File: config.mk
export PLATFORM = sky130hd
export DESIGN_NAME = dps_core
export DESIGN_NICKNAME = d
export VERILOG_FILES = /design/src/shared/dps_pkg.sv /design/src/verilog/dps_core.sv /design/src/verilog/dps_loop.sv
export SDC_FILE = /design/constraint.sdc
export NUM_CORES = 1
export LEC_CHECK = 0
export BUFFER_PORTS_ARGS = -buffer_cell sky130_fd_sc_hd__buf_2
export CAP_MARGIN = 20
export CORE_MARGIN = 2
export CORE_UTILIZATION = 56
export DETAILED_ROUTE_END_ITERATION = 8
export HOLD_SLACK_MARGIN = 0.08
export PLACE_DENSITY = 0.76
export RECOVER_POWER = 100
export SYNTH_ARGS = -nofsm -noshare
export SYNTH_HDL_FRONTEND = slang
export SYNTH_SLANG_ARGS = --single-unit
File: constraint.sdc
create_clock -name i_clk -period 5.4 [get_ports i_clk]
set_clock_uncertainty 0.15 [all_clocks]
set_input_delay 0 -clock i_clk [delete_from_list [all_inputs] [get_ports i_clk]]
set_output_delay 0 -clock i_clk [all_outputs]
set_load 0.005 [all_outputs]
File: src/shared/dps_pkg.sv
// Shared constants for the dual loop synthesizer serial core
package dps_pkg;
    // Divider and shift register widths
    localparam int R_W = 14;
    localparam int N_W = 10;
    localparam int A_W = 7;
    localparam int SR_W = 24;
    // Word layout, bit 0 is the last bit shifted in
    localparam int BIT_STEER = 0;
    localparam int BIT_SW = 1;
    localparam int BIT_SEL = 2;
    localparam int BIT_VAL_LO = 3;
    localparam int FB_WORD_BITS = 20;
    localparam int REF_WORD_BITS = 17;
    localparam int A_LO = BIT_VAL_LO;
    localparam int N_LO = BIT_VAL_LO + A_W;
    // Number of pin inputs passed through the synchroniser
    localparam int PIN_N = 6;
    // Values after reset
    localparam logic [R_W-1:0] R_RST = 14'h0008;
    localparam logic [N_W-1:0] N_RST = 10'h008;
    localparam logic [A_W-1:0] A_RST = 7'h00;
    localparam logic SW_RST = 1'h1;
endpackage

File: src/verilog/dps_core.sv
// Dual loop synthesizer core: serial loader, latches and two loops
`timescale 1ns/1ns
`default_nettype none
// Contract
// RULE_01: Serial clock rise shifts one data bit
// RULE_02: Last bit one picks loop 1, zero loop 2
// RULE_03: Next-to-last bit sets steered switch output
// RULE_04: Third-last bit: zero feedback, one reference latch
// RULE_05: Feedback words 20 bits, or 24 padded
// RULE_06: Reference words 17 bits, or 24 padded
// RULE_07: Strobe pulse copies word into selected latch
// RULE_08: Shifting with strobe low changes no latch
// RULE_09: Host raises strobe only after whole word
// RULE_10: VCO edge decrements main and active swallow
// RULE_11: Detector pulses low leading, high lagging, else off
// RULE_12: Modulus select low until swallow expires, reload
// RULE_13: Lock flag high in lock, pulses low otherwise
// RULE_14: Reference divider divides oscillator by latched value
// RULE_15: Divider bits first, MSB first, then control
module dps_core (
    input  wire logic i_clk,
    input  wire logic i_rst,
    input  wire logic i_serial_clock,
    input  wire logic i_serial_data,
    input  wire logic i_latch_strobe,
    input  wire logic i_reference_osc_input,
    input  wire logic i_vco_feedback_input_1,
    input  wire logic i_vco_feedback_input_2,
    input  wire logic i_open_drain_switch_1,
    input  wire logic i_open_drain_switch_2,
    output logic      o_open_drain_switch_1,
    output logic      o_open_drain_switch_1_oe,
    output logic      o_open_drain_switch_2,
    output logic      o_open_drain_switch_2_oe,
    output logic      o_phase_error_output_1,
    output logic      o_phase_error_output_1_oe,
    output logic      o_phase_error_output_2,
    output logic      o_phase_error_output_2_oe,
    output logic      o_prescaler_modulus_select_1,
    output logic      o_prescaler_modulus_select_2,
    output logic      o_loop_lock_flag_1,
    output logic      o_loop_lock_flag_2,
    output logic      o_serial_shift_word
);
    localparam int PIN_N = dps_pkg::PIN_N;
    localparam int SR_W = dps_pkg::SR_W;
    localparam int R_W = dps_pkg::R_W;
    localparam int N_W = dps_pkg::N_W;
    localparam int A_W = dps_pkg::A_W;
    // Pin vector positions
    localparam int P_SCLK = 0;
    localparam int P_SDATA = 1;
    localparam int P_STB = 2;
    localparam int P_OSC = 3;
    localparam int P_VCO1 = 4;
    // Pins must hold each level two clocks to be seen

    // Hold the last level until both later stages agree
    function automatic logic [PIN_N-1:0] settle(
        input logic [PIN_N-1:0] a,
        input logic [PIN_N-1:0] b,
        input logic [PIN_N-1:0] last
    );
        return (a & b) | (last & (a | b));
    endfunction

    logic [PIN_N-1:0] pin_raw;
    logic [PIN_N-1:0] s1_q, s2_q, s3_q;
    logic [PIN_N-1:0] lvl_q, lvl_d;
    logic [PIN_N-1:0] rise;

    logic [SR_W-1:0]  sr_q, sr_d;
    logic [R_W-1:0]   r_q [2];
    logic [R_W-1:0]   r_d [2];
    logic [N_W-1:0]   n_q [2];
    logic [N_W-1:0]   n_d [2];
    logic [A_W-1:0]   a_q [2];
    logic [A_W-1:0]   a_d [2];
    logic [1:0]       sw_q, sw_d;
    logic             sel_idx;

    logic [1:0]       modsel;
    logic [1:0]       pd_level;
    logic [1:0]       pd_oe;
    logic [1:0]       lock;

    // Ignoring the unused open-drain readback is deliberate
    logic [1:0]       sw_pin_unused;
    assign sw_pin_unused = {i_open_drain_switch_2, i_open_drain_switch_1};

    // Every pin comes from a clock unrelated to ours
    assign pin_raw = {i_vco_feedback_input_2,
                      i_vco_feedback_input_1,
                      i_reference_osc_input,
                      i_latch_strobe,
                      i_serial_data,
                      i_serial_clock};

    // A level counts once the second and third stages agree
    always_comb begin
        lvl_d = settle(s2_q, s3_q, lvl_q);
        rise = lvl_d & ~lvl_q;
    end

    always_ff @(posedge i_clk or posedge i_rst) begin
        if (i_rst) begin
            s1_q <= '0;
            s2_q <= '0;
            s3_q <= '0;
            lvl_q <= '0;
        end else begin
            // First stage may go metastable; only the second reads it
            s1_q <= pin_raw;
            s2_q <= s1_q;
            s3_q <= s2_q;
            lvl_q <= lvl_d;
        end
    end

    // Shift register: one bit per recognised serial clock rise
    always_comb begin
        sr_d = sr_q;
        // Data is already settled when the clock edge is seen
        if (rise[P_SCLK]) begin
            sr_d = {sr_q[SR_W-2:0], lvl_q[P_SDATA]}; // RULE_01 RULE_15
        end
    end

    always_ff @(posedge i_clk or posedge i_rst) begin
        if (i_rst) begin
            sr_q <= '0;
        end else begin
            sr_q <= sr_d;
        end
    end

    // Steering and switch latches
    always_comb begin
        sw_d = sw_q;
        // Last bit one steers to loop 1 (index 0)
        sel_idx = ~sr_q[dps_pkg::BIT_STEER]; // RULE_02
        // Strobe and shift in one cycle: the older word is latched
        if (rise[P_STB]) begin // RULE_07 RULE_08 RULE_09
            sw_d[sel_idx] = sr_q[dps_pkg::BIT_SW]; // RULE_03
        end
    end

    always_ff @(posedge i_clk or posedge i_rst) begin
        if (i_rst) begin
            // Released at power-up so no switch load is pulled
            sw_q <= {2{dps_pkg::SW_RST}};
        end else begin
            sw_q <= sw_d;
        end
    end

    // Divider latches; counters take new values at their next reload
    always_comb begin
        r_d = r_q;
        n_d = n_q;
        a_d = a_q;
        if (rise[P_STB]) begin // RULE_07 RULE_08
            if (sr_q[dps_pkg::BIT_SEL]) begin // RULE_04
                // Bits above the 17-bit word are don't-care
                r_d[sel_idx] = sr_q[dps_pkg::BIT_VAL_LO +: R_W]; // RULE_06
            end else begin
                // Bits above the 20-bit word are don't-care
                n_d[sel_idx] = sr_q[dps_pkg::N_LO +: N_W]; // RULE_05
                a_d[sel_idx] = sr_q[dps_pkg::A_LO +: A_W]; // RULE_05
            end
        end
    end

    always_ff @(posedge i_clk or posedge i_rst) begin
        if (i_rst) begin
            for (int k = 0; k < 2; k++) begin
                r_q[k] <= dps_pkg::R_RST;
                n_q[k] <= dps_pkg::N_RST;
                a_q[k] <= dps_pkg::A_RST;
            end
        end else begin
            r_q <= r_d;
            n_q <= n_d;
            a_q <= a_d;
        end
    end

    // Both loops share the reference oscillator edge
    for (genvar g = 0; g < 2; g++) begin : g_loop
        dps_loop #(
            .R_W (R_W),
            .N_W (N_W),
            .A_W (A_W)
        ) i_dps_loop (
            .i_clk      (i_clk),
            .i_rst      (i_rst),
            .i_osc_rise (rise[P_OSC]),
            .i_vco_rise (rise[P_VCO1 + g]), // RULE_10
            .i_ref_div  (r_q[g]),
            .i_main_div (n_q[g]),
            .i_swal_div (a_q[g]),
            .o_modsel   (modsel[g]),
            .o_pd_level (pd_level[g]),
            .o_pd_oe    (pd_oe[g]),
            .o_lock     (lock[g])
        );
    end

    // Open drain: only ever pulls low
    assign o_open_drain_switch_1 = 1'b0;
    assign o_open_drain_switch_2 = 1'b0;
    assign o_open_drain_switch_1_oe = ~sw_q[0]; // RULE_03
    assign o_open_drain_switch_2_oe = ~sw_q[1]; // RULE_03
    // Detector, modulus and lock levels come straight from loop flops
    assign o_phase_error_output_1 = pd_level[0];
    assign o_phase_error_output_1_oe = pd_oe[0];
    assign o_phase_error_output_2 = pd_level[1];
    assign o_phase_error_output_2_oe = pd_oe[1];
    assign o_prescaler_modulus_select_1 = modsel[0];
    assign o_prescaler_modulus_select_2 = modsel[1];
    assign o_loop_lock_flag_1 = lock[0];
    assign o_loop_lock_flag_2 = lock[1];
    // Oldest shift bit, for chaining or checking the bit stream
    assign o_serial_shift_word = sr_q[SR_W-1];
endmodule
`default_nettype wire

File: src/verilog/dps_loop.sv
// One synthesizer loop: reference divider, feedback counters, detector
`timescale 1ns/1ns
`default_nettype none
module dps_loop #(
    parameter int R_W = dps_pkg::R_W,
    parameter int N_W = dps_pkg::N_W,
    parameter int A_W = dps_pkg::A_W
) (
    input  wire logic           i_clk,
    input  wire logic           i_rst,
    input  wire logic           i_osc_rise,
    input  wire logic           i_vco_rise,
    input  wire logic [R_W-1:0] i_ref_div,
    input  wire logic [N_W-1:0] i_main_div,
    input  wire logic [A_W-1:0] i_swal_div,
    output logic                o_modsel,
    output logic                o_pd_level,
    output logic                o_pd_oe,
    output logic                o_lock
);
    logic [R_W-1:0] r_cnt_q, r_cnt_d;
    logic [N_W-1:0] n_cnt_q, n_cnt_d;
    logic [A_W-1:0] a_cnt_q, a_cnt_d;
    logic           modsel_q, modsel_d;
    logic           up_q, up_d;
    logic           dn_q, dn_d;
    logic           pd_q, pd_d;
    logic           pdoe_q, pdoe_d;
    logic           lock_q, lock_d;
    logic           ref_evt;
    logic           fb_evt;

    always_comb begin
        r_cnt_d = r_cnt_q;
        ref_evt = 1'b0;
        if (i_osc_rise) begin
            // Divide by the latched value; end of period reloads
            if (r_cnt_q <= R_W'(1)) begin
                r_cnt_d = i_ref_div; // RULE_14
                ref_evt = 1'b1;
            end else begin
                r_cnt_d = r_cnt_q - 1'b1; // RULE_14
            end
        end

        n_cnt_d = n_cnt_q;
        a_cnt_d = a_cnt_q;
        fb_evt = 1'b0;
        if (i_vco_rise) begin
            if (n_cnt_q <= N_W'(1)) begin
                // Main counter expired: both counters reload
                n_cnt_d = i_main_div; // RULE_12
                a_cnt_d = i_swal_div; // RULE_12
                fb_evt = 1'b1;
            end else begin
                n_cnt_d = n_cnt_q - 1'b1; // RULE_10
                if (a_cnt_q != '0) begin
                    a_cnt_d = a_cnt_q - 1'b1; // RULE_10
                end
            end
        end
        // Low while swallow counter runs, high afterwards
        modsel_d = (a_cnt_d == '0); // RULE_12

        // Three-state phase/frequency detector
        up_d = up_q | ref_evt;
        dn_d = dn_q | fb_evt;
        if (up_d && dn_d) begin
            // A fresh edge that lands with the reset is kept
            up_d = up_q & ref_evt;
            dn_d = dn_q & fb_evt;
        end
        // Lagging feedback drives high, leading drives low
        pd_d = up_d; // RULE_11
        pdoe_d = up_d ^ dn_d; // RULE_11
        lock_d = ~(up_d | dn_d); // RULE_13
    end

    always_ff @(posedge i_clk or posedge i_rst) begin
        if (i_rst) begin
            r_cnt_q <= R_W'(dps_pkg::R_RST);
            n_cnt_q <= N_W'(dps_pkg::N_RST);
            a_cnt_q <= A_W'(dps_pkg::A_RST);
            modsel_q <= 1'b0;
            up_q <= 1'b0;
            dn_q <= 1'b0;
            pd_q <= 1'b0;
            pdoe_q <= 1'b0;
            lock_q <= 1'b1;
        end else begin
            r_cnt_q <= r_cnt_d;
            n_cnt_q <= n_cnt_d;
            a_cnt_q <= a_cnt_d;
            modsel_q <= modsel_d;
            up_q <= up_d;
            dn_q <= dn_d;
            pd_q <= pd_d;
            pdoe_q <= pdoe_d;
            lock_q <= lock_d;
        end
    end

    assign o_modsel = modsel_q;
    assign o_pd_level = pd_q;
    assign o_pd_oe = pdoe_q;
    assign o_lock = lock_q;
endmodule
`default_nettype wire

Word-level counts from Yosys, hierarchy flattened
Index checks and enable logic that the tools add are counted.
Widths: inputs -> output; s select.
{"block": "word_totals", "regBits": 184, "out_inout_bits": 13}
{"block": "op_classes", "n_addsub": 6, "magnitude_cmp": 8, "muxes": 34, "n_bitwise": 25, "reduce_logical": 10}
{"op": "$mux 7", "count": 7}
{"op": "$mux 14", "count": 3}
{"op": "$mux 10", "count": 3}
{"op": "$bwmux 28", "count": 1}
{"op": "$le 14x1->1 const B", "count": 2}
{"op": "$sub 14x1->14 const B", "count": 2}
{"op": "$bwmux 20", "count": 1}
{"op": "$le 10x1->1 const B", "count": 2}
{"op": "$sub 10x1->10 const B", "count": 2}
{"op": "$and 6x6->6", "count": 3}
{"op": "$bwmux 14", "count": 1}
{"op": "$demux 14 s1", "count": 1}
{"op": "$logic_not 7->1", "count": 2}
{"op": "$reduce_bool 7->1", "count": 2}
{"op": "$sub 7x1->7 const B", "count": 2}
{"op": "$mux 1", "count": 13}
{"op": "$or 6x6->6", "count": 2}
{"op": "$demux 10 s1", "count": 1}
{"op": "$demux 7 s1", "count": 1}
{"op": "$not 1->1", "count": 6}
{"op": "$not 6->6", "count": 1}
{"op": "$or 1x1->1", "count": 6}
{"op": "$and 1x1->1", "count": 4}
{"op": "$logic_and 1x1->1", "count": 4}
{"op": "other kinds (9)", "count": 11}

Longest topological paths before layout
{"block": "depth", "depth_word": 10, "ltp_mapped": 10, "ltp_nobuf": 9}

Modules after synthesis
From an unflattened synthesis, not the netlist that was laid out.
{"block": "hier_totals", "hier_cells": 755, "area_unflattened_um2": 8511.9}
{"mod": "dps_core", "n_inst": 1, "cells_per_inst": 236, "area_each_um2": 4115.2, "seq_area_each_um2": 2810.2}
{"mod": "dps_loop at g_loop[0].i_dps_loop", "n_inst": 1, "cells_per_inst": 265, "area_each_um2": 2244.7, "seq_area_each_um2": 904.6}
{"mod": "dps_loop at g_loop[1].i_dps_loop", "n_inst": 1, "cells_per_inst": 254, "area_each_um2": 2152.1, "seq_area_each_um2": 904.6}

Worst setup path before layout
OpenSTA, ideal clock, no wires.
{"block": "synth_timing", "path_type": "flip-flop to flip-flop", "start": "register g_loop[0].i_dps_loop.n_cnt_q[0]", "end": "register g_loop[0].i_dps_loop.modsel_q", "setup_ns": 0.096, "arrival_time_ns": 2.406, "required_time_ns": 5.154, "path_slack_ns": 2.749, "stages_incl_launch_ff": 11, "path_buffers": 2, "cell_sequence": "dfrtp_1 > inv_1 > ha_1 > clkbuf_1 > nor2_2 > or3_1 > buf_2 > a21oi_1 > o22a_1 > or4_1 > nor4_2"}
{"block": "synth_between", "elab_chain_len": 4}
{"element": "start: declaration", "line": "dps_loop.sv:22", "rtl": "logic [N_W-1:0] n_cnt_q, n_cnt_d;"}
{"element": "start signal: assignment", "line": "dps_loop.sv:82", "rtl": "n_cnt_q <= N_W'(dps_pkg::N_RST);"}
{"element": "start signal: assignment", "line": "dps_loop.sv:92", "rtl": "n_cnt_q <= n_cnt_d;"}
{"element": "$le 10x1->1", "line": "dps_loop.sv:50", "rtl": "if (n_cnt_q <= N_W'(1)) begin"}
{"element": "$mux 7", "line": "dps_loop.sv:50"}
{"element": "$mux 7", "line": "dps_loop.sv:49", "rtl": "if (i_vco_rise) begin"}
{"element": "via g_loop[0].i_dps_loop.a_cnt_d[0]", "line": "dps_loop.sv:23", "rtl": "logic [A_W-1:0] a_cnt_q, a_cnt_d;"}
{"element": "$logic_not 7->1", "line": "dps_loop.sv:63", "rtl": "modsel_d = (a_cnt_d == '0);"}
{"element": "via g_loop[0].i_dps_loop.modsel_d", "line": "dps_loop.sv:24", "rtl": "logic modsel_q, modsel_d;"}
{"element": "end signal: assignment", "line": "dps_loop.sv:94", "rtl": "modsel_q <= modsel_d;"}
{"element": "end: declaration", "line": "dps_loop.sv:24"}
The timed path passes the listed nets, and every way through them passes these cells.
A chain may end at the register's enable or synchronous reset.

Worst setup path in the final report
{"block": "layout_timing", "start": "register g_loop[0].i_dps_loop.n_cnt_q[2]", "end": "register g_loop[0].i_dps_loop.modsel_q"}
{"block": "layout_between", "elab_chain_len": 4}
{"element": "$le 10x1->1", "line": "dps_loop.sv:50"}
{"element": "$mux 7", "line": "dps_loop.sv:50"}
{"element": "$mux 7", "line": "dps_loop.sv:49"}
{"element": "$logic_not 7->1", "line": "dps_loop.sv:63"}
{"element": "via g_loop[0].i_dps_loop.modsel_d", "line": "dps_loop.sv:24"}
The timed path passes the listed nets, and every way through them passes these cells.

==> flow_results.org <==
** Floorplan
- Placement Rows :: 44
- Overall die width :: 126 µm
- Initial core utilization :: 57.4%
- The die is 126 µm tall.
- During I/O placement, the number of pins put on the boundary was 23.
- The die covers 15900 µm².
- After floorplanning, the core was sized to cover 14500 µm².

** Clock tree
- Clock slew at reported path FFs :: 70 ps
- In this run the deepest clock path goes through 2 buffers.
- The H-tree was split into 4 levels.
- Sinks on the clock net :: 184
- CTS tree :: done
- For the worst-skew pair, the clock arrives at the later sink with an insertion delay of 440 ps.
- TritonCTS buffer count :: 17
- CTS Root Cell :: sky130_fd_sc_hd__clkbuf_16
- Post-CTS repair changed the size of 0 cells.

** Power
- VDD sags by at most 0.303 mV.
- Post-route total power :: 0.00441 W
- The analysis attributes to cell leakage a power of 4.18 nW.
- In this run the power density over the cells is 477 nW/µm².

** Worst setup path
- Worst setup path category :: reg2reg
- Crit-path max FO :: 16
- For the worst setup path, the data required time is 5570 ps.
- STA classifies the critical path endpoint as a flip-flop.
- At the worst endpoint, the arrival time is 3880 ps.
- Kind of start point of the critical path :: flip-flop

** Synthesis
- Fraction of the mapped netlist area in simple logic gates :: 12.9%
- The mapped netlist covers 8340 µm².
- Leading register cell type out of synthesis :: sky130_fd_sc_hd__dfrtp_1
- Post-synthesis xor/xnor area fraction :: 0.210%
- The share of the Yosys chip area taken by registers is 55.4%.
- Yosys mapped the design onto 61 distinct sky130hd cell types.
- In this run, synthesis produced a sequential element count of 184.
- Arithmetic-cell share of the synthesized area counting full adders, half adders and majority gates :: 2.82%
- The average instance in the mapped netlist occupies 10.9 µm².
- In this run, synthesis inferred 0 flip-flops with an integrated enable.
- Main combinational cell family by area after synthesis :: compound AO/OA/AOI/OAI gates
- Area fraction in compound gates after synthesis :: 13.4%
- During synthesis, Yosys emitted a total of 0 warnings.
- Measured against the total synthesized area, the mux share comes to 12.0%.
- Share of flip-flops with an asynchronous set or reset :: 100%
- Synthesized netlist cell count :: 764

** Layout
- In the final design database the tool counted 817 nets.
- Final core utilization :: 63.7%
- Fraction of layout cells with a size suffix above 1 :: 19.6%
- Area added between synthesis and finish :: 10.9%
- The number of antenna diodes in the final layout is 0.
- Design Area, Final :: 9260 µm²

** Routing
- The highest layer touched by signal routing is met4.
- Before antenna repair, the detailed router went through 5 iterations.
- WL final :: 17300 µm
- Dividing the detail-routed wire length by the instance count gives 17.5 µm.
- Dividing the detail-routed via count by the number of cells gives 6.17.
- In the final routing, the length of wire on met1 measures 7680 µm.
- Detailed routing placed a total of 8570 µm of wire on met2.
- Via total after detailed routing :: 6106
- For this run, design rule violations remaining after detail routing come to 0.
- Initial DRC Count :: 569
- Remaining antenna violation count :: 0
- Met3 layer wire length in the routed design :: 713 µm

** Job
- Count of maximum capacitance violations :: 3

** Place
- Port buffer count :: 18
- Placed standard-cell area :: 8610 µm²
- Setup Slack @ Placement :: 2450 ps
- HPWL after DPL :: 11200 µm
- Gpl congestion :: 0.828

** Global route
- For this run, the total global-route usage over all layers was measured as 22.9%.
- Grt total ovfl :: 0
- Initial antenna violation count :: 0
- Entering global routing, the biggest net connects 118 pins.
- The number of global-route vias before repair was 5995.
- The first global-routing pass estimated 29200 µm of wire.

** Outcome
- The final reports fail on capacitance limit, slew limit.
- The flow ran to the end, but the final reports show violations.

** STA
- Endpoints failing hold :: 0
- In this run the tightest slew margin relative to its limit is -64.4%.
- Setup violators final :: 0
- Time the worst path needs with I/O delays and setup :: 3710 ps
- After routing, the total negative slack on setup checks comes to 0 ps.
- Actual transition at the worst max-transition pin :: 2470 ps
- Setup repair after global routing left no endpoint under its margin.
- Period utilization :: 68.6%
- Across all setup checks in the final design, the least slack found is 1690 ps.
- The count of final max-slew check failures is 192.
- Static timing analysis puts the maximum clock frequency at 0.270 GHz.

** Hold path
- The path class of the tightest hold or removal check is reg2reg.
per-stage QoR:
step | hold slack (ps) | std cells
floorplan | -119 | 765
global placement | -39.4 | 942
detailed placement | -40.6 | 943
CTS | 206 | 988
global route | 208 | 990
finish | 202 | 990
kinds of logic (layout without fill, tap and decap cells):
family	after synthesis	in the layout
AO/OA/AOI/OAI	188	188
XOR/XNOR	2	2
adder cells (fa/ha/maj)	20	20
buffers and inverters	67	108
flip-flops	184	184
multiplexers	89	89
other	1	2
AND/OR/NAND/NOR	213	213
area by class of cell:
class | instances | area (µm²)
clock buffers | 19 | 453
clock inverters | 13 | 136
fillers | 1113 | 5280
inverters | 35 | 133
multi-input cells | 514 | 3420
flip-flops and latches | 184 | 4620
well taps | 184 | 230
repair buffers | 41 | 269
path summary, 6_finish.rpt:
check	slack, ps	endpoint	startpoint	cells past startpoint
max	1690	g_loop[0].i_dps_loop.o_modsel	g_loop[0].i_dps_loop.n_cnt_q[2]	6
min	200	s2_q[3]	s1_q[3]	0
max reg2reg	1690	g_loop[0].i_dps_loop.o_modsel	g_loop[0].i_dps_loop.n_cnt_q[2]	6
min reg2reg	200	s2_q[3]	s1_q[3]	0
max in group asynchronous	1850	g_loop[0].i_dps_loop.a_cnt_q[2]	i_rst	5
min in group asynchronous	520	sr_q[1]	i_rst	4
cells in the mapped netlist (2+ instances only):
library cell	instances	area share, %
sky130_fd_sc_hd__dfstp_2	12	3.8
sky130_fd_sc_hd__ha_1	14	2.1
sky130_fd_sc_hd__o22ai_1	7	0.52
sky130_fd_sc_hd__or4b_2	2	0.24
sky130_fd_sc_hd__mux2_2	89	12
sky130_fd_sc_hd__o211ai_1	7	0.63
sky130_fd_sc_hd__buf_1	2	0.090
sky130_fd_sc_hd__nand3b_1	7	0.63
sky130_fd_sc_hd__nor4_2	3	0.45
sky130_fd_sc_hd__nor3_1	32	1.9
sky130_fd_sc_hd__buf_2	4	0.24
sky130_fd_sc_hd__o21ai_0	65	3.9
sky130_fd_sc_hd__a32oi_1	2	0.21
sky130_fd_sc_hd__dfrtp_1	172	52
sky130_fd_sc_hd__a31oi_1	8	0.60
sky130_fd_sc_hd__maj3_1	6	0.72
sky130_fd_sc_hd__and3_1	6	0.45
sky130_fd_sc_hd__o32ai_1	3	0.31
sky130_fd_sc_hd__nor4_1	16	1.2
sky130_fd_sc_hd__clkbuf_1	23	1.0
sky130_fd_sc_hd__nor2_1	52	2.3
sky130_fd_sc_hd__a22oi_1	7	0.63
sky130_fd_sc_hd__a21o_1	2	0.18
sky130_fd_sc_hd__o22a_1	3	0.31
sky130_fd_sc_hd__nand3_1	14	0.84
sky130_fd_sc_hd__or3_1	5	0.37
sky130_fd_sc_hd__buf_4	2	0.18
sky130_fd_sc_hd__or4_1	5	0.45
sky130_fd_sc_hd__o41ai_1	2	0.21
sky130_fd_sc_hd__nand2_1	57	2.6
sky130_fd_sc_hd__a21oi_1	57	3.4
sky130_fd_sc_hd__nand2b_1	3	0.22
sky130_fd_sc_hd__o21ai_1	2	0.12
sky130_fd_sc_hd__o31ai_1	9	0.81
sky130_fd_sc_hd__or2_2	2	0.15
sky130_fd_sc_hd__inv_1	35	1.6
sky130_fd_sc_hd__a2bb2oi_1	3	0.31
layer usage:
metal / vias up / track usage [%]
met5: - / 0
met4: 0 / 7.11
met3: 28 / 4.63
met2: 169 / 37.6
met1: 3083 / 30.9
li1: 2826 / -
where the power goes:
part           leakage, nW  switching [W]  internal [W]
logic                 1.54       0.000604      0.000461
clock network        0.274       0.000550      0.000673
registers             2.36       0.000386       0.00174
total                 4.18        0.00154       0.00287
cells in the final DEF (no fill, tap or decap), drive strengths merged, types with 2 or more instances in the layout:
| cell type | Yosys | layout |
|---|---|---|
| dfrtp | 172 | 172 |
| mux2 | 89 | 89 |
| o21ai | 67 | 67 |
| a21oi | 57 | 57 |
| nand2 | 57 | 57 |
| nor2 | 53 | 53 |
| inv | 35 | 39 |
| nor3 | 33 | 33 |
| clkbuf | 23 | 29 |
| nor4 | 20 | 20 |
| buf | 9 | 17 |
| nand3 | 14 | 14 |
| ha | 14 | 14 |
| dlygate4sd3 | 0 | 14 |
| dfstp | 12 | 12 |
| o31ai | 9 | 9 |
| a31oi | 8 | 8 |
| a22oi | 7 | 7 |
| o211ai | 7 | 7 |
| nand3b | 7 | 7 |
| o22ai | 7 | 7 |
| and3 | 6 | 6 |
| maj3 | 6 | 6 |
| or4 | 6 | 6 |
| clkinvlp | 0 | 6 |
| or3 | 5 | 5 |
| a2bb2oi | 3 | 3 |
| nand2b | 3 | 3 |
| o22a | 3 | 3 |
| o32ai | 3 | 3 |
| or2 | 3 | 3 |
| o41ai | 2 | 2 |
| or4b | 2 | 2 |
| a32oi | 2 | 2 |
| a21o | 2 | 2 |
| conb | 1 | 2 |
| clkinv | 0 | 2 |
worst max-delay path, cell delays in order, from the launching register on:
cell                      delay, ps
sky130_fd_sc_hd__dfrtp_1        430
sky130_fd_sc_hd__or4_1          710
sky130_fd_sc_hd__nor3_1        1200
sky130_fd_sc_hd__nor3_1         210
sky130_fd_sc_hd__o211a_1        200
sky130_fd_sc_hd__or4_1          490
sky130_fd_sc_hd__nor4_1         210
flip-flops by register name, summed over array words and instances (netlist names):
| name | cells |
|---|---|
| g_loop.i_dps_loop.dn_q | 2 |
| g_loop.i_dps_loop.a_cnt_q | 14 |
| lvl_q | 6 |
| g_loop.i_dps_loop.o_lock | 2 |
| g_loop.i_dps_loop.o_modsel | 2 |
| a_q | 14 |
| g_loop.i_dps_loop.o_pd_oe | 2 |
| r_q | 28 |
| s2_q | 6 |
| n_q | 20 |
| sw_q | 2 |
| g_loop.i_dps_loop.up_q | 2 |
| sr_q | 24 |
| g_loop.i_dps_loop.r_cnt_q | 28 |
| g_loop.i_dps_loop.n_cnt_q | 20 |
| s3_q | 6 |
| s1_q | 6 |
what timing repair did:
item,4_1_cts,5_1_grt
buffers inserted,0,0
setup endpoints to repair,0,0
hold endpoints to repair,116,11
hold buffers,13,1
No activity file was read; power rests on OpenSTA's default activity.
